<file path="src/inc/adc_sel_pkg.sv">
// Purpose: Shared constants and types for the converter channel block
// Assumes: 8-bit register port with byte addresses as printed
// Notes:   Channel codes are six bits, high bit buffered separately
package adc_sel_pkg;
  // ----------------------------------------------------------------
  // Register addresses
  // ----------------------------------------------------------------
  localparam logic [7:0] ADDR_DATA_LOW = 8'h78;
  localparam logic [7:0] ADDR_DATA_HIGH = 8'h79;
  localparam logic [7:0] ADDR_CTRL_B = 8'h7b;
  localparam logic [7:0] ADDR_MUX = 8'h7c;
  localparam logic [7:0] ADDR_IRQ_STATUS = 8'h7e;
  localparam logic [7:0] ADDR_IRQ_MASK = 8'h7f;

  // ----------------------------------------------------------------
  // Field positions and reset values
  // ----------------------------------------------------------------
  localparam int CTLB_SUPPLY_GOOD = 7;
  localparam int CTLB_CMP_MUX = 6;
  localparam int CTLB_REF_GOOD = 5;
  localparam int CTLB_CHAN_RESET = 4;
  localparam int CTLB_CHAN_HIGH = 3;
  localparam int MUX_ALIGN = 5;
  localparam logic [7:0] RESET_CTRL_B = 8'h00;
  localparam logic [7:0] RESET_MUX = 8'h00;
  localparam logic [5:0] RESET_CODE = 6'h00;
  localparam logic [3:0] RESET_IRQ = 4'h0;
  localparam int DATA_W = 16;

  // ----------------------------------------------------------------
  // Interrupt status bits
  // ----------------------------------------------------------------
  localparam int IRQ_W = 4;
  localparam int IRQ_DONE = 0;
  localparam int IRQ_SUPPLY = 1;
  localparam int IRQ_REF = 2;
  localparam int IRQ_RESET = 3;

  // ----------------------------------------------------------------
  // Special selection codes
  // ----------------------------------------------------------------
  localparam logic [5:0] CODE_BANDGAP = 6'h1e;
  localparam logic [5:0] CODE_GROUND = 6'h1f;
  localparam logic [5:0] CODE_TEMP = 6'h29;
  localparam logic [5:0] CODE_BACKBIAS_P = 6'h34;
  localparam logic [5:0] CODE_BACKBIAS_N = 6'h3d;
  localparam logic [2:0] DIFF_LAST_PAIR = 3'h5;

  typedef enum logic [2:0] {
    SRC_NONE, SRC_PIN, SRC_BANDGAP, SRC_GROUND, SRC_TEMP,
    SRC_BACKBIAS_P, SRC_BACKBIAS_N
  } src_kind_t;

  typedef enum logic [1:0] {GAIN_1X, GAIN_10X, GAIN_200X} gain_t;

  typedef enum logic [1:0] {RST_IDLE, RST_WAIT, RST_FIRE} rst_state_t;
endpackage

</file>
<file path="src/verilog/channel_code_decoder.sv">
// Purpose: Decode a six-bit channel code into input, pair and gain
// Assumes: Purely combinational; the caller registers the outputs
// Notes:   Reserved codes give SRC_NONE and no defined input
`timescale 1ns/100ps
module channel_code_decoder
(
  // Code in
  input wire logic [5:0] code,
  // Selection out
  output adc_sel_pkg::src_kind_t kind,
  output logic [2:0] pos_pin,
  output logic [2:0] neg_pin,
  output logic differential,
  output adc_sel_pkg::gain_t gain
);
  always_comb
  begin
    kind = adc_sel_pkg::SRC_NONE;
    pos_pin = 3'h0;
    neg_pin = 3'h0;
    differential = 1'b0;
    gain = adc_sel_pkg::GAIN_1X;
    case (code[5:3])
      3'h0:
      begin
        kind = adc_sel_pkg::SRC_PIN;
        pos_pin = code[2:0];
      end
      3'h1:
      begin
        // Pairs on inputs 0/1 and 2/3, negative side 0 or 2
        kind = adc_sel_pkg::SRC_PIN;
        differential = 1'b1;
        pos_pin = {1'b0, code[2], code[0]};
        neg_pin = {1'b0, code[2], 1'b0};
        gain = code[1] ? adc_sel_pkg::GAIN_200X : adc_sel_pkg::GAIN_10X;
      end
      3'h2:
      begin
        kind = adc_sel_pkg::SRC_PIN;
        differential = 1'b1;
        pos_pin = code[2:0];
        neg_pin = 3'h1;
      end
      default:
      begin
        if (code[5:3] == 3'h3 && code[2:0] <= adc_sel_pkg::DIFF_LAST_PAIR)
        begin
          kind = adc_sel_pkg::SRC_PIN;
          differential = 1'b1;
          pos_pin = code[2:0];
          neg_pin = 3'h2;
        end
        else
        begin
          case (code)
            adc_sel_pkg::CODE_BANDGAP: kind = adc_sel_pkg::SRC_BANDGAP;
            adc_sel_pkg::CODE_GROUND: kind = adc_sel_pkg::SRC_GROUND;
            adc_sel_pkg::CODE_TEMP:
            begin
              kind = adc_sel_pkg::SRC_TEMP;
              differential = 1'b1;
              gain = adc_sel_pkg::GAIN_10X;
            end
            adc_sel_pkg::CODE_BACKBIAS_P:
            begin
              kind = adc_sel_pkg::SRC_BACKBIAS_P;
              differential = 1'b1;
            end
            adc_sel_pkg::CODE_BACKBIAS_N:
            begin
              kind = adc_sel_pkg::SRC_BACKBIAS_N;
              differential = 1'b1;
            end
            default: kind = adc_sel_pkg::SRC_NONE;
          endcase
        end
      end
    endcase
  end
endmodule

</file>
<file path="src/verilog/adc_channel_select_status.sv">
// Purpose: Channel, alignment and analog status control of the converter
// Assumes: Conversion engine on clk_sys drives busy, done and result
// Notes:   Status pins from the analog side pass two-flop synchronisers
//
// Function
// - Alignment bit one presents result left adjusted, zero right adjusted.
// - Alignment change alters data register view at once, even mid-conversion.
// - Low five select bits written mid-conversion apply only after completion.
// - Upper select bit likewise waits for the running conversion to complete.
// - Upper select bit is buffered and committed by a low-bits write.
// - Upper bit and five low bits form one six-bit selection code.
// - Codes 0-7 pick inputs 0-7; 011110 bandgap, 011111 ground.
// - Codes 001xxx differential 10x/200x; 010000-011101 differential 1x.
// - Code 110100 positive, 111101 negative back-bias voltage to converter.
// - Converter enable requests analog supply unless another group already did.
// - Read-only bit seven reads one once the analog supply is up.
// - Converter enable switches on the chosen internal reference.
// - Read-only bit five reads one once the reference nears final level.
// - Writing one to channel-change bit forces analog blocks reset.
// - Channel-change bit reads one until reset phase can begin.
// - Bit six is read-write, serving only the comparator multiplexer.
// - Three-bit trigger source field, zero meaning free running.
`timescale 1ns/100ps
module adc_channel_select_status
#(
  parameter int RESULT_W = 10
)
(
  // Clock and reset
  input wire logic clk_sys,
  input wire logic rst_n,
  // Register port
  input wire logic [7:0] reg_addr,
  input wire logic [7:0] reg_wdata,
  input wire logic reg_wr,
  input wire logic reg_rd,
  output logic [7:0] reg_rdata,
  // Conversion engine
  input wire logic converter_enable,
  input wire logic conversion_busy,
  input wire logic conversion_done,
  input wire logic [RESULT_W-1:0] conv_result,
  input wire logic other_supply_request,
  // Analog status pins
  input wire logic supply_good_pin,
  input wire logic reference_good_pin,
  input wire logic reset_ready_pin,
  // Channel selection
  output logic [5:0] active_code,
  output adc_sel_pkg::src_kind_t source_kind,
  output logic [2:0] pos_pin,
  output logic [2:0] neg_pin,
  output logic differential,
  output adc_sel_pkg::gain_t gain,
  output logic code_reserved,
  // Analog control
  output logic supply_request,
  output logic reference_enable,
  output logic [1:0] reference_select,
  output logic analog_reset,
  output logic [2:0] trigger_source_select,
  output logic comparator_mux_enable,
  output logic result_valid,
  // Interrupt
  output logic irq
);
  localparam int PAD_W = adc_sel_pkg::DATA_W - RESULT_W;

  if (RESULT_W < 8 || RESULT_W > 15)
  begin : g_bad_width
    $error("RESULT_W must lie between 8 and 15");
  end

  // ----------------------------------------------------------------
  // Synchronisers
  // ----------------------------------------------------------------
  logic [2:0] pin_raw;
  logic [2:0] sync1_ff;
  logic [2:0] sync2_ff;
  logic [2:0] sync_prev_ff;
  assign pin_raw = {reset_ready_pin, reference_good_pin, supply_good_pin};

  for (genvar i = 0; i < 3; i++)
  begin : g_sync
    always_ff @(posedge clk_sys)
    begin
      if (!rst_n)
      begin
        sync1_ff[i] <= 1'b0;
        sync2_ff[i] <= 1'b0;
        sync_prev_ff[i] <= 1'b0;
      end
      else
      begin
        sync1_ff[i] <= pin_raw[i];
        sync2_ff[i] <= sync1_ff[i];
        sync_prev_ff[i] <= sync2_ff[i];
      end
    end
  end

  logic supply_good_s;
  logic ref_good_s;
  logic ready_s;
  assign supply_good_s = sync2_ff[0];
  assign ref_good_s = sync2_ff[1];
  assign ready_s = sync2_ff[2];

  // ----------------------------------------------------------------
  // Decode
  // ----------------------------------------------------------------
  logic wr_mux;
  logic wr_ctrl_b;
  logic wr_status;
  logic wr_mask;
  assign wr_mux = reg_wr && reg_addr == adc_sel_pkg::ADDR_MUX;
  assign wr_ctrl_b = reg_wr && reg_addr == adc_sel_pkg::ADDR_CTRL_B;
  assign wr_status = reg_wr && reg_addr == adc_sel_pkg::ADDR_IRQ_STATUS;
  assign wr_mask = reg_wr && reg_addr == adc_sel_pkg::ADDR_IRQ_MASK;

  // ----------------------------------------------------------------
  // Software registers
  // ----------------------------------------------------------------
  logic [1:0] ref_sel_ff;
  logic align_ff;
  logic [4:0] low_ff;
  logic high_buf_ff;
  logic cmp_mux_ff;
  logic [2:0] trig_ff;
  logic [adc_sel_pkg::IRQ_W-1:0] mask_ff;

  always_ff @(posedge clk_sys)
  begin
    if (!rst_n)
    begin
      {ref_sel_ff, align_ff, low_ff} <= adc_sel_pkg::RESET_MUX;
      high_buf_ff <= 1'b0;
      cmp_mux_ff <= 1'b0;
      trig_ff <= 3'h0;
      mask_ff <= adc_sel_pkg::RESET_IRQ;
    end
    else
    begin
      if (wr_mux)
        {ref_sel_ff, align_ff, low_ff} <= reg_wdata;
      if (wr_ctrl_b)
      begin
        cmp_mux_ff <= reg_wdata[adc_sel_pkg::CTLB_CMP_MUX];
        high_buf_ff <= reg_wdata[adc_sel_pkg::CTLB_CHAN_HIGH];
        trig_ff <= reg_wdata[2:0];
      end
      if (wr_mask)
        mask_ff <= reg_wdata[adc_sel_pkg::IRQ_W-1:0];
    end
  end

  // ----------------------------------------------------------------
  // Deferred channel commit
  // ----------------------------------------------------------------
  // The engine may sample the code at any time during a conversion,
  // so the applied code only moves when no conversion is running.
  logic pend_ff;
  logic [5:0] pend_code_ff;
  logic [5:0] code_ff;
  logic idle_now;
  logic [5:0] nxt_code;
  logic nxt_pend;
  assign idle_now = !conversion_busy || conversion_done;
  assign nxt_code = (wr_mux && idle_now) ? {high_buf_ff, reg_wdata[4:0]}
                  : (pend_ff && idle_now) ? pend_code_ff : code_ff;
  assign nxt_pend = wr_mux ? !idle_now : (pend_ff && !idle_now);

  always_ff @(posedge clk_sys)
  begin
    if (!rst_n)
    begin
      pend_ff <= 1'b0;
      pend_code_ff <= adc_sel_pkg::RESET_CODE;
      code_ff <= adc_sel_pkg::RESET_CODE;
    end
    else
    begin
      pend_ff <= nxt_pend;
      if (wr_mux)
        pend_code_ff <= {high_buf_ff, reg_wdata[4:0]};
      code_ff <= nxt_code;
    end
  end

  // ----------------------------------------------------------------
  // Selection outputs
  // ----------------------------------------------------------------
  adc_sel_pkg::src_kind_t dec_kind;
  logic [2:0] dec_pos;
  logic [2:0] dec_neg;
  logic dec_diff;
  adc_sel_pkg::gain_t dec_gain;

  channel_code_decoder u_decode
  (
    .code(code_ff),
    .kind(dec_kind),
    .pos_pin(dec_pos),
    .neg_pin(dec_neg),
    .differential(dec_diff),
    .gain(dec_gain)
  );

  always_ff @(posedge clk_sys)
  begin
    if (!rst_n)
    begin
      active_code <= adc_sel_pkg::RESET_CODE;
      source_kind <= adc_sel_pkg::SRC_PIN;
      pos_pin <= 3'h0;
      neg_pin <= 3'h0;
      differential <= 1'b0;
      gain <= adc_sel_pkg::GAIN_1X;
      code_reserved <= 1'b0;
    end
    else
    begin
      active_code <= code_ff;
      source_kind <= dec_kind;
      pos_pin <= dec_pos;
      neg_pin <= dec_neg;
      differential <= dec_diff;
      gain <= dec_gain;
      code_reserved <= dec_kind == adc_sel_pkg::SRC_NONE;
    end
  end

  // ----------------------------------------------------------------
  // Result capture and alignment
  // ----------------------------------------------------------------
  logic [RESULT_W-1:0] result_ff;
  logic [adc_sel_pkg::DATA_W-1:0] view;
  assign view = align_ff ? {result_ff, {PAD_W{1'b0}}}
                         : {{PAD_W{1'b0}}, result_ff};

  always_ff @(posedge clk_sys)
  begin
    if (!rst_n)
    begin
      result_ff <= '0;
      result_valid <= 1'b0;
    end
    else if (conversion_done)
    begin
      result_ff <= conv_result;
      // result from reserved code is void
      result_valid <= dec_kind != adc_sel_pkg::SRC_NONE;
    end
  end

  // ----------------------------------------------------------------
  // Analog supply and reference
  // ----------------------------------------------------------------
  always_ff @(posedge clk_sys)
  begin
    if (!rst_n)
    begin
      supply_request <= 1'b0;
      reference_enable <= 1'b0;
      reference_select <= 2'h0;
    end
    else
    begin
      supply_request <= converter_enable && !other_supply_request;
      reference_enable <= converter_enable && ref_sel_ff != 2'h0;
      reference_select <= ref_sel_ff;
    end
  end

  // ----------------------------------------------------------------
  // Forced analog reset
  // ----------------------------------------------------------------
  adc_sel_pkg::rst_state_t rst_state_ff;
  adc_sel_pkg::rst_state_t nxt_rst_state;
  logic reset_asked;
  assign reset_asked = wr_ctrl_b && reg_wdata[adc_sel_pkg::CTLB_CHAN_RESET];

  always_comb
  begin
    nxt_rst_state = rst_state_ff;
    case (rst_state_ff)
      adc_sel_pkg::RST_IDLE:
        if (reset_asked)
          nxt_rst_state = adc_sel_pkg::RST_WAIT;
      adc_sel_pkg::RST_WAIT:
        if (ready_s)
          nxt_rst_state = adc_sel_pkg::RST_FIRE;
      adc_sel_pkg::RST_FIRE:
        nxt_rst_state = adc_sel_pkg::RST_IDLE;
      default:
        nxt_rst_state = adc_sel_pkg::RST_IDLE;
    endcase
  end

  always_ff @(posedge clk_sys)
  begin
    if (!rst_n)
    begin
      rst_state_ff <= adc_sel_pkg::RST_IDLE;
      analog_reset <= 1'b0;
    end
    else
    begin
      rst_state_ff <= nxt_rst_state;
      analog_reset <= nxt_rst_state == adc_sel_pkg::RST_FIRE;
    end
  end

  // ----------------------------------------------------------------
  // Interrupt status
  // ----------------------------------------------------------------
  logic [adc_sel_pkg::IRQ_W-1:0] status_ff;
  logic [adc_sel_pkg::IRQ_W-1:0] events;
  logic [adc_sel_pkg::IRQ_W-1:0] clr;
  logic [adc_sel_pkg::IRQ_W-1:0] nxt_status;
  assign events = {analog_reset, ref_good_s && !sync_prev_ff[1],
                   supply_good_s && !sync_prev_ff[0], conversion_done};
  assign clr = wr_status ? reg_wdata[adc_sel_pkg::IRQ_W-1:0] : '0;
  // Set beats a clear landing in the same cycle
  assign nxt_status = (status_ff & ~clr) | events;

  always_ff @(posedge clk_sys)
  begin
    if (!rst_n)
    begin
      status_ff <= adc_sel_pkg::RESET_IRQ;
      irq <= 1'b0;
    end
    else
    begin
      status_ff <= nxt_status;
      irq <= |(nxt_status & mask_ff);
    end
  end

  // ----------------------------------------------------------------
  // Read data
  // ----------------------------------------------------------------
  logic [7:0] ctrl_b_view;
  logic [7:0] nxt_rdata;
  assign ctrl_b_view = {supply_good_s, cmp_mux_ff, ref_good_s,
                        rst_state_ff == adc_sel_pkg::RST_WAIT,
                        high_buf_ff, trig_ff};
  assign nxt_rdata =
    !reg_rd ? 8'h00
    : reg_addr == adc_sel_pkg::ADDR_DATA_LOW ? view[7:0]
    : reg_addr == adc_sel_pkg::ADDR_DATA_HIGH ? view[15:8]
    : reg_addr == adc_sel_pkg::ADDR_CTRL_B ? ctrl_b_view
    : reg_addr == adc_sel_pkg::ADDR_MUX ? {ref_sel_ff, align_ff, low_ff}
    : reg_addr == adc_sel_pkg::ADDR_IRQ_STATUS ? {4'h0, status_ff}
    : reg_addr == adc_sel_pkg::ADDR_IRQ_MASK ? {4'h0, mask_ff}
    : 8'h00;

  always_ff @(posedge clk_sys)
  begin
    if (!rst_n)
      reg_rdata <= 8'h00;
    else
      reg_rdata <= nxt_rdata;
  end

  assign trigger_source_select = trig_ff;
  assign comparator_mux_enable = cmp_mux_ff;
endmodule

</file>
<file path="config.mk">
export PLATFORM = sky130hd
export DESIGN_NAME = adc_channel_select_status
export DESIGN_NICKNAME = d
export VERILOG_FILES = /design/src/inc/adc_sel_pkg.sv /design/src/verilog/channel_code_decoder.sv /design/src/verilog/adc_channel_select_status.sv
export SDC_FILE = /design/constraint.sdc
export NUM_CORES = 1
export LEC_CHECK = 0
export BUFFER_PORTS_ARGS = -buffer_cell sky130_fd_sc_hd__buf_4
export CAP_MARGIN = 10
export CELL_PAD_IN_SITES_DETAIL_PLACEMENT = 1
export CELL_PAD_IN_SITES_GLOBAL_PLACEMENT = 2
export CORE_ASPECT_RATIO = 0.7
export CORE_MARGIN = 4
export CORE_UTILIZATION = 32
export CTS_CLUSTER_DIAMETER = 30
export DETAILED_ROUTE_END_ITERATION = 10
export GPL_ROUTABILITY_DRIVEN = 1
export PLACE_DENSITY = 0.75
export SETUP_SLACK_MARGIN = 0.02
export SYNTH_ARGS = -nofsm -noshare
export SYNTH_HDL_FRONTEND = slang
export SYNTH_SLANG_ARGS = --single-unit
</file>
<file path="constraint.sdc">
create_clock -name clk_sys -period 2.02 [get_ports clk_sys]
set_input_delay 0.606 -clock clk_sys [delete_from_list [all_inputs] [get_ports clk_sys]]
set_output_delay 0.606 -clock clk_sys [all_outputs]
set_load 0.01 [all_outputs]
</file>
; After elaboration in Yosys (flattened, before gate mapping)
; Index checks and enable logic that the tools add are counted.
[totals]
out_inout_bits = 38
inputBits = 37
register_bits = 88
elab_cells = 115
[classes]
eq_ne = 16
reduce_logical = 31
mux = 28
bitwise = 4
magnitude_cmp = 1
[ops]
columns = op, n
row1 = "8-bit by 7-bit equality test with 1-bit output, second input constant", 6
row2 = 8-bit two-way mux, 4
row3 = "6-bit equality test, second input constant", 3
row4 = 16-bit two-way mux, 1
row5 = 3-bit case mux with 5 select lines, 1
row6 = 1-bit logical AND, 13
row7 = "6-bit by 5-bit equality test with 1-bit output, second input constant", 2
row8 = 4-bit two-way mux, 3
row9 = 6-bit two-way mux, 2
row10 = 2-bit two-way mux, 5
row11 = 3-bit two-way mux, 3
row12 = 3-bit case mux with 3 select lines, 1
row13 = 4-bit AND, 2
row14 = 2-bit case mux with 2 select lines, 2
row15 = "3-bit by 2-bit equality test with 1-bit output, second input constant", 2
row16 = 3-bit logical NOT, 2
row17 = 3-bit case mux with 2 select lines, 1
row18 = 3-bit OR reduction, 2
row19 = 1-bit logical NOT, 5
row20 = 1-bit two-way mux, 4
row21 = 4-bit NOT, 1
row22 = 4-bit OR, 1
row23 = 2-bit nonzero test, 2
row24 = 2-bit OR reduction, 2
row25 = other kinds (10), 10

; Logic depth before layout (Yosys ltp)
; Gate-level depths: netlist of run 1.
[logic_depth]
word_depth = 8
ltp_mapped = 7
depth_no_buf = 4

; Cells and area by module
; Synthesis of run 1 repeated with hierarchy kept, for this count alone.
[hier_totals]
hier_cells = 390
area_unflattened_um2 = 3642.2
[modules_own_cells]
columns = mod, seq_area_each_um2, area_per_inst_um2, instances, cells_each
row1 = adc_channel_select_status, 1661.6, 3384.5, 1, 350
row2 = channel_code_decoder, 0.0, 257.7, 1, 40

; Least setup slack after synthesis of run 1
; No wires, ideal clock.
[synth_path]
path_type = input -> register
from = input port reg_addr[5]
to = register pend_ff
setup_time_ns = 0.118
required_ns = 1.902
t_arrival_ns = 1.559
path_slack_ns = 0.343
n_path_buf = 3
stages = 6
cell_sequence = and3_1 buf_2 and4_1 buf_4 buf_6 o2111a_1
[synth_between]
elab_chain_cells = 3
[synth_lines]
columns = item, line_no
row1 = start: declaration, adc_channel_select_status.sv:33  ; input wire logic [7:0] reg_addr,
row2 = 8-bit by 7-bit equality test with 1-bit output, adc_channel_select_status.sv:116  ; assign wr_mux = reg_wr && reg_addr == adc_sel_pkg::ADDR_MUX;
row3 = 1-bit logical AND, adc_channel_select_status.sv:116
row4 = 1-bit two-way mux, adc_channel_select_status.sv:171  ; assign nxt_pend = wr_mux ? !idle_now : (pend_ff && !idle_now);
row5 = end signal: assignment, adc_channel_select_status.sv:183  ; pend_ff <= nxt_pend;
row6 = end: declaration, adc_channel_select_status.sv:162  ; logic pend_ff;
; Every way passes these cells.
; A chain may end at the register's enable or synchronous reset.

; Final worst setup path of run 1
[layout_path]
from = input port reg_addr[5]
to = register align_ff
[layout_between]
elab_chain_cells = 2
[layout_lines]
columns = item, line_no
row1 = 8-bit by 7-bit equality test with 1-bit output, adc_channel_select_status.sv:116
row2 = 1-bit logical AND, adc_channel_select_status.sv:116
row3 = end signal: assignment, adc_channel_select_status.sv:136  ; {ref_sel_ff, align_ff, low_ff} <= adc_sel_pkg::RESET_MUX;
row4 = end signal: assignment, adc_channel_select_status.sv:145  ; {ref_sel_ff, align_ff, low_ff} <= reg_wdata;
row5 = end: declaration, adc_channel_select_status.sv:125  ; logic align_ff;
; Every way passes these cells.

==> results of run 1 <==
-- placed cells by master, fill, tap and decap left out, drive strengths merged, types with 3 or more instances in the layout --
cell / instances
a211oi: 6
a21boi: 9
a21oi: 11
a31oi: 9
and2: 17
and3: 8
and4: 3
and4b: 4
buf: 86
clkbuf: 12
dfxtp: 82
inv: 17
mux2i: 29
nand2: 39
nand2b: 7
nand3: 9
nand4: 3
nor2: 11
nor2b: 31
o21a: 4
o21ai: 28
o22ai: 8
o2bb2ai: 4
-- metrics by stage --
step	area (sq um)	utilization	total power, mW	setup slack, ns
after floorplan	3530	-	1.81	0.343
after CTS	4510	0.428	3.56	0.425
after global placement	4230	0.400	1.93	0.102
final	4510	0.428	3.51	0.419
after detailed placement	4230	0.400	1.94	0.0673
after global routing	4510	0.428	3.66	0.319
-- critical path, stage by stage --
cell	delay, ns
buf_4	0.07
and3_1	0.33
nand4_2	0.39
buf_4	0.29
nand2_1	0.06
a21boi_1	0.06
-- synthesized netlist by cell type (2+ instances only) --
library cell,count,area [sq um]
a211oi_1,6,45.0
a21boi_1,9,67.6
a21oi_1,11,55.1
a221oi_1,2,17.5
a22oi_1,2,15.0
a31oi_1,9,56.3
and2_1,16,100
and3_1,8,50.1
and4_1,3,26.3
and4b_1,4,40.0
buf_2,9,45.0
buf_4,5,37.5
buf_6,2,22.5
clkbuf_1,11,41.3
dfxtp_1,82,1640
inv_1,17,63.8
mux2i_1,29,290
nand2_1,39,146
nand2b_1,7,43.8
nand3_1,8,40.0
nand4_1,2,12.5
nor2_1,11,41.3
nor2b_1,31,194
nor3_1,2,10.0
o21a_1,4,30.0
o21ai_0,28,140
o22ai_1,8,50.1
o2bb2ai_1,4,35.0
or2_2,2,12.5
-- kinds of logic after synthesis --
group / Yosys count
simple gates: 141
flops: 82
xor+xnor: 1
mux: 29
compound gates: 90
buf+inv: 44
other cells: 1
-- sequential cells by signal (all words and copies together) (netlist names), 3 cells and up --
register / count
active_code: 6
code_ff: 6
low_ff: 4
mask_ff: 4
pos_pin: 3
reg_rdata: 8
result_ff: 10
source_kind: 3
status_ff: 4
sync1_ff: 3
trigger_source_select: 3
-- power breakdown --
part	switching (mW)	leakage [nW]	internal, mW
Sequential	0.0198	0.665	1.64
Clock	0.629	0.142	0.981
Combinational	0.123	1.14	0.118
-- how the worst min path moves through the flow --
| stage | to | cells after the start | slack, ns | start |
|---|---|---|---|---|
| global route | supply_request | 2 | 0.40 | other_supply_request |
| finish | supply_request | 2 | 0.42 | other_supply_request |
| CTS | supply_request | 2 | 0.41 | other_supply_request |
| detailed placement | supply_good_s | 1 | 0.42 | sync1_ff[0] |
| floorplan | ready_s | 1 | 0.41 | sync1_ff[2] |
| global placement | ready_s | 1 | 0.42 | sync1_ff[2] |
-- metal layers --
metal | track usage | vias up
met2 | 0.247 | 54
met1 | 0.243 | 1448
met4 | 0.0437 | 0
met5 | 0 | -
li1 | - | 1491
met3 | 0.0528 | 7
-- cell type report --
cell class | count | share of cell area
clock buffers | 12 | 0.0546
clock inverters | 3 | 0.00887
inverters | 17 | 0.0141
multi-input cells | 262 | 0.372
flip-flops and latches | 82 | 0.364
well taps | 148 | 0.0410
repair buffers | 86 | 0.146
==> impl_metrics.ini, run 1 <==
[critical_path]
crit_path_end = align_ff
endpoint_kind = flip-flop
worstReg2RegEnd = code_reserved
critPathMaxFanout = 10
startpoint = reg_addr[5]
rrSetupSlack_ns = 0.52
r2r_cells = 4
worstPathRequired_ns = 2.24
arrival_ns = 1.83
setup.worst_path.class = in2reg
critPathLaunchType = input port
r2r-start = code_ff[2]

[drt]
met3_length_microns = 471
vias = 3000
wl_met1_microns = 5410
drtPass1Iterations = 4
wl_microns = 10400
drc_errors = 0
avgViaCountPerCell = 4.92
ant_nets = 0
wl_met2_microns = 4400
drtIter0Drc = 192
topRoutingLayerUsed = met4
avgRoutedWirePerCell_microns = 17.0

[synthesis]
synthesis.area_sq_um = 3530
synth_xor_area_frac = 0.00248
synth_nets = 425
synth-simple-area-share = 0.226
synth_top_family_by_area = simple AND/OR/NAND/NOR gates
synth_warnings = 0
async_flop_share = 0
ys.flop_type = dfxtp_1
synth_mux_area_frac = 0.0823
synth_compound_area_frac = 0.164
synthAdderAreaFrac = 0
syn_area_per_cell_sq_um = 9.09
synth_edf_count = 0
ys_ff_latch = 82
ys_types = 46
synthCells = 388
ys_seq_area_frac = 0.465

[cts]
path_clk_slew_ns = 0.06
hold_buffers = 0
cts_resized = 0
cts-root-buf = clkbuf_16
htree_num_levels = 3
cts_buffers = 9
clock_sinks = 82
clk_latency_ns = 0.34
cts_setup_buffers = 0
cts_tree = done
clockBufferDepth = 2

[global_routing]
grt_max_degree = 31
grt_usage = 0.170
grt_pass1_vias = 3101
grt_pass1_wl_microns = 16800
grt.overflow.total = 0
antenna_found_initial = 0

[floorplanning]
core_area_sq_um = 10600
die_w_microns = 134
rows = 31
io_pins = 75
die_area_sq_um = 12800
floorplan.initialDensity = 0.334
die_h_microns = 95.9

[timing]
clock_skew_ns = 0.00601
slew_viol_final = 0
finalHoldViolCount = 0
whs_ns = 0.421
setup_viol = 0
tightest_slew_ns = 0.565
fin_crit_sh = 0.792
setup_tns_ns = 0
slew_headroom = 0.623
fmax_mhz = 625
period_needed_ns = 1.60
rsz0062_at_grt = no

[pwr]
peakVddDrop_mv = 0.388
leakage_nw = 1.95
cellPowerDensity_nw_per_um2 = 779

[finish]
nets = 495
multi_input_area_sq_um = 1680
regArea_sq_um = 1640
drive_gt1_frac = 0.225
n_fill_cell = 1255
syn_to_final_growth_pct = 27.9
antenna_cells = 0
stdcell_count = 610

[run]
cap_violations = 0

[run_status]
outcome = completed

[placed_design]
dp.cells = 595
gp_congestion = 0.842
io_buffers = 73
hpwl_microns = 7850

[hold_path]
min_path_type = in2reg
Power figures use the tool's default switching activity.
==> run 2, diff against run 1 <==
Settings changed: ABC_AREA from default to 1, CORE_UTILIZATION 32 to 30, PLACE_DENSITY 0.75 to 0.76.
Clock period 2.02 ns to 1.6 ns, I/O delays scaled along.
==> impl_metrics.ini, run 2 <==
[synthesis]
yosysTopAreaCell = dfxtp_1
ys.flop_type = dfxtp_1
synthesis.area_sq_um = 3290
yosysMostFrequentCell = nand2_1
ys_types = 33
synth_top_area_frac = 0.499
synth_area_leaders = dfxtp_1 (50%), nand2_1 (10%), inv_1 (7.3%)
syn_area_per_cell_sq_um = 7.47
synthAdderAreaFrac = 0
synth_compound_area_frac = 0.148
ys_ff_latch = 82
synth_xor_area_frac = 0
synth_nets = 477
synthCells = 440
synth_common_cells = nand2_1 (91), dfxtp_1 (82), inv_1 (64), nor2_1 (60), o21ai_0 (35)
async_flop_share = 0
ys_seq_area_frac = 0.499
synth_warnings = 0
synth_mux_area_frac = 0
synth_edf_count = 0
synth-simple-area-share = 0.252
synth_top_family_by_area = simple AND/OR/NAND/NOR gates

[floorplanning]
floorplan.initialDensity = 0.313
die_w_microns = 133
io_pins = 75
die_h_microns = 95.6
rows = 31
die_area_sq_um = 12700
core_area_sq_um = 10500

[finish]
largest-register = result_ff
largest_registers = result_ff: 10 flops, reg_rdata: 8 flops
final_util = 0.432
syn_to_final_growth_pct = 38.2
final_cell_mix = buf_4 (104), nand2_1 (91), dfxtp_1 (82), inv_1 (64), nor2_1 (59)
final_common_cell = buf_4
n_fill_cell = 1286
largest_reg_flops = 10
nets = 581
antenna_cells = 0
drive_gt1_frac = 0.255

[drt]
topRoutingLayerUsed = met4
vias = 3181
drtIter0Drc = 247
met3_length_microns = 502
wl_met1_microns = 5720
avgRoutedWirePerCell_microns = 15.4
wl_microns = 10700
drtPass1Iterations = 4
drc_errors = 0
ant_nets = 0
wl_met2_microns = 4450
avgViaCountPerCell = 4.56

[pwr]
peakVddDrop_mv = 0.535
p_total_mw = 4.46
cellPowerDensity_nw_per_um2 = 982
leakage_nw = 2.19

[critical_path]
endpoint_kind = flip-flop
worstPathRequired_ns = 1.82
arrival_ns = 1.70
slowest_stage = o211ai_2
critPathMaxFanout = 10
setup.worst_path.class = in2reg
path_buf_inv = 5
critical-path-top-delay-family = buffers and inverters
critPathLaunchType = input port
slowest_delay_ns = 0.17
crit_chain = buf_4 > inv_1 > nand2_1 > nor2_4 > buf_4 > nand2_2 > nor2_4 > inv_2 > buf_12 > o211ai_2 > a21oi_1

[global_routing]
grt_pass1_vias = 3350
grt_pass1_wl_microns = 17600
antenna_found_initial = 0
grt.overflow.total = 0
grt_max_degree = 23
grt_usage = 0.177

[placed_design]
io_buffers = 73
hpwl_microns = 8420
gp_congestion = 0.785

[cts]
cts_buffers = 9
hold_buffers = 0
clk_latency_ns = 0.34
htree_num_levels = 3
clockBufferDepth = 2
path_clk_slew_ns = 0.06
cts_setup_buffers = 0
cts-root-buf = clkbuf_16
cts_tree = done
clock_sinks = 82

[run_status]
outcome = completed

[timing]
clock_skew_ns = 0.00813
period_needed_ns = 1.49
setup_viol = 0
fin_crit_sh = 0.929
slew_viol_final = 0
rsz0062_at_grt = no
finalHoldViolCount = 0
setup_tns_ns = 0
fmax_mhz = 673

[run]
cap_violations = 0

[hold_path]
min_path_type = in2reg
## run 2: changes by cell type after synthesis, moves of 16 or more
cell	before	now
nand2_1	39	91
a21oi_1	11	27
nor2_1	11	60
inv_1	17	64
mux2i_1	29	0
nor2b_1	31	0
## run 2: where the power goes
part           internal, mW  total, mW  switching, mW
clock                  1.29       2.09          0.800
combinational         0.117      0.264          0.147
sequential             2.08       2.10         0.0271
## run 2: worst paths after layout
check                       start        endpoint  slack [ns]  cells after the start
max                   reg_addr[7]      code_ff[2]        0.11                     11
min          other_supply_request  supply_request        0.31                      2
max reg2reg            code_ff[2]    result_valid        0.15                      7
min reg2reg           sync1_ff[0]   supply_good_s        0.42                      2
## run 2: stage by stage
stage | instance area, sq um | hold WS [ns] | worst slack, ns | cells
floorplan | 3290 | 0.390 | 0.132 | 440
global placement | 4230 | 0.404 | -0.223 | 681
detailed placement | 4230 | 0.410 | -0.240 | 681
CTS | 4530 | 0.306 | 0.0775 | 697
global route | 4540 | 0.311 | 0.0242 | 697
finish | 4540 | 0.314 | 0.113 | 697
## run 2: cell type report
type / count / area (sq um) / area share
clock buffers: 14 / 264 / 0.0581
clock inverters: 2 / 35.0 / 0.00771
inverters: 70 / 264 / 0.0581
multi-input cells: 275 / 1330 / 0.294
flip-flops and latches: 82 / 1640 / 0.361
well taps: 148 / 185 / 0.0407
repair buffers: 106 / 821 / 0.181
## run 2: repair_timing
action,CTS,global route
setup endpoints to repair,0,6
resized for setup,0,4
hold endpoints to repair,0,0
## run 2: kinds of logic (layout without fill, tap and decap cells)
group | count (synthesis) | count (layout)
DFF | 82 | 82
AOI/OAI and AO/OA | 85 | 85
and+or+nand+nor | 189 | 189
buffers and inverters | 83 | 192
other | 1 | 1
## run 2: routing by layer
layer / track usage / vias up
met4: 0.0437 / 0
met3: 0.0427 / 7
li1: - / 1600
met5: 0 / -
met1: 0.259 / 1508
met2: 0.263 / 66
==> run 3, diff against run 2 <==
Settings changed: CORE_ASPECT_RATIO 0.7 to default.
==> impl_metrics.ini, run 3 (synthesized netlist as in run 2, its figures left out) <==
[cts]
htree_num_levels = 3
path_clk_slew_ns = 0.09
cts-root-buf = clkbuf_8
clockBufferDepth = 2
cts_buffers = 9
clk_latency_ns = 0.36
clock_sinks = 82
hold_buffers = 0
cts_tree = done

[pwr]
peakVddDrop_mv = 0.449
clkPwrFrac = 0.406
p_sw_uw = 959
p_int_mw = 3.00
swShare = 0.242
power_frac_comb = 0.064
power.share.sequential = 0.530
leakage_nw = 2.10
cellPowerDensity_nw_per_um2 = 908

[critical_path]
endpoint_kind = flip-flop
arrival_ns = 1.68
setup.worst_path.class = reg2reg
critPathLaunchType = flip-flop
critPathMaxFanout = 4
worstPathRequired_ns = 1.86

[global_routing]
antenna_found_initial = 0
grt_max_degree = 19
grt_pass1_vias = 3348
grt.overflow.total = 0
grt_usage = 0.164
grt_pass1_wl_microns = 16700

[hold_path]
min_path_type = in2reg

[floorplanning]
io_pins = 75
rows = 37
floorplan.initialDensity = 0.313
die_w_microns = 113
die_h_microns = 113
core_area_sq_um = 10500
die_area_sq_um = 12700

[timing]
whs_ns = 0.274
fmax_mhz = 705
finalHoldViolCount = 0
fin_crit_sh = 0.886
clock_skew_ns = 0.00671
rsz0062_at_grt = no
period_needed_ns = 1.42
slew_viol_final = 0
setup_viol = 0

[drt]
topRoutingLayerUsed = met4
wl_met1_microns = 4560
drtPass1Iterations = 4
drtIter0Drc = 60
ant_nets = 0
wl_met2_microns = 4860
wl_microns = 9920
vias = 3140
met3_length_microns = 320
avgViaCountPerCell = 4.64
avgRoutedWirePerCell_microns = 14.6
drc_errors = 0

[run_status]
outcome = completed

[placed_design]
dp.cells = 660
io_buffers = 73
hpwl_microns = 7680
gp_congestion = 0.796

[finish]
final_cell_mix = buf_4 (97), nand2_1 (91), dfxtp_1 (81), inv_1 (64), nor2_1 (59)
syn_to_final_growth_pct = 32.6
nets = 573
drive_gt1_frac = 0.250
antenna_cells = 0
final_common_cell = buf_4
largest_registers = result_ff: 10 flops, reg_rdata: 8 flops
largest-register = result_ff
largest_reg_flops = 10
stdcell_count = 677
final_util = 0.415

[run]
cap_violations = 0
-- run 3: cell count changes in the layout (fill, tap and decap cells not counted), moves of 3 or more --
cell,change
clkbuf_16,-9
clkbuf_8,+9
buf_4,-7
clkbuf_1,-3
clkinvlp_4,+3
-- run 3: final cells by class --
| cell class | count | area (sq um) |
|---|---|---|
| multi-input combinational | 275 | 1320 |
| sequential | 82 | 1640 |
| clock buffer | 11 | 151 |
| inverter | 70 | 264 |
| timing repair buffer | 98 | 748 |
| tap | 136 | 170 |
| fill | 1310 | 6150 |
| clock inverter | 5 | 61.3 |
-- run 3: what timing repair did --
item	CTS	global route
gates resized for setup	0	4
endpoints found under the hold margin	0	0
buffers inserted	0	1
setup endpoints to repair	0	11
-- run 3: metal layers --
metal	global-route usage	vias to the layer above
met5	0	-
met4	0.0633	0
met3	0.0299	12
met2	0.281	50
met1	0.206	1491
li1	-	1587
-- run 3: final timing paths --
path	startpoint	to	slack [ns]	cells past startpoint
hold / removal	other_supply_request	supply_request	0.27	2
setup reg to reg	code_ff[1]	result_valid	0.18	7
setup / recovery	code_ff[1]	result_valid	0.18	7
hold reg to reg	sync1_ff[1]	ref_good_s	0.42	2
-- run 3: power by group through the flow --
stage | Sequential (mW) | Clock, mW | Combinational, mW
final | 2.10 | 1.61 | 0.255
after global routing | 2.10 | 1.76 | 0.285
after CTS | 2.10 | 1.67 | 0.258
after detailed placement | 2.15 | 0 | 0.257
after global placement | 2.15 | 0 | 0.253
after floorplan | 2.14 | 0 | 0.107
-- run 3: worst max-delay path, stage by stage (launching register included) --
cell and delay, ns:
dfxtp_1 0.39, inv_1 0.09, o211ai_1 0.23, nand2_1 0.16, nor2_2 0.14, nand3_1 0.13, o21ai_1 0.14, inv_1 0.05
-- run 3: per-stage QoR --
| stage | cell area [sq um] | power (mW) | setup WS, ns | TNS, ns |
|---|---|---|---|---|
| after floorplan | 3290 | 2.25 | 0.132 | 0 |
| after global placement | 4130 | 2.40 | -0.219 | -4.44 |
| after detailed placement | 4130 | 2.40 | -0.256 | -5.36 |
| after CTS | 4350 | 4.02 | 0.0662 | 0 |
| after global routing | 4360 | 4.15 | 0.0313 | 0 |
| final | 4360 | 3.96 | 0.182 | 0 |
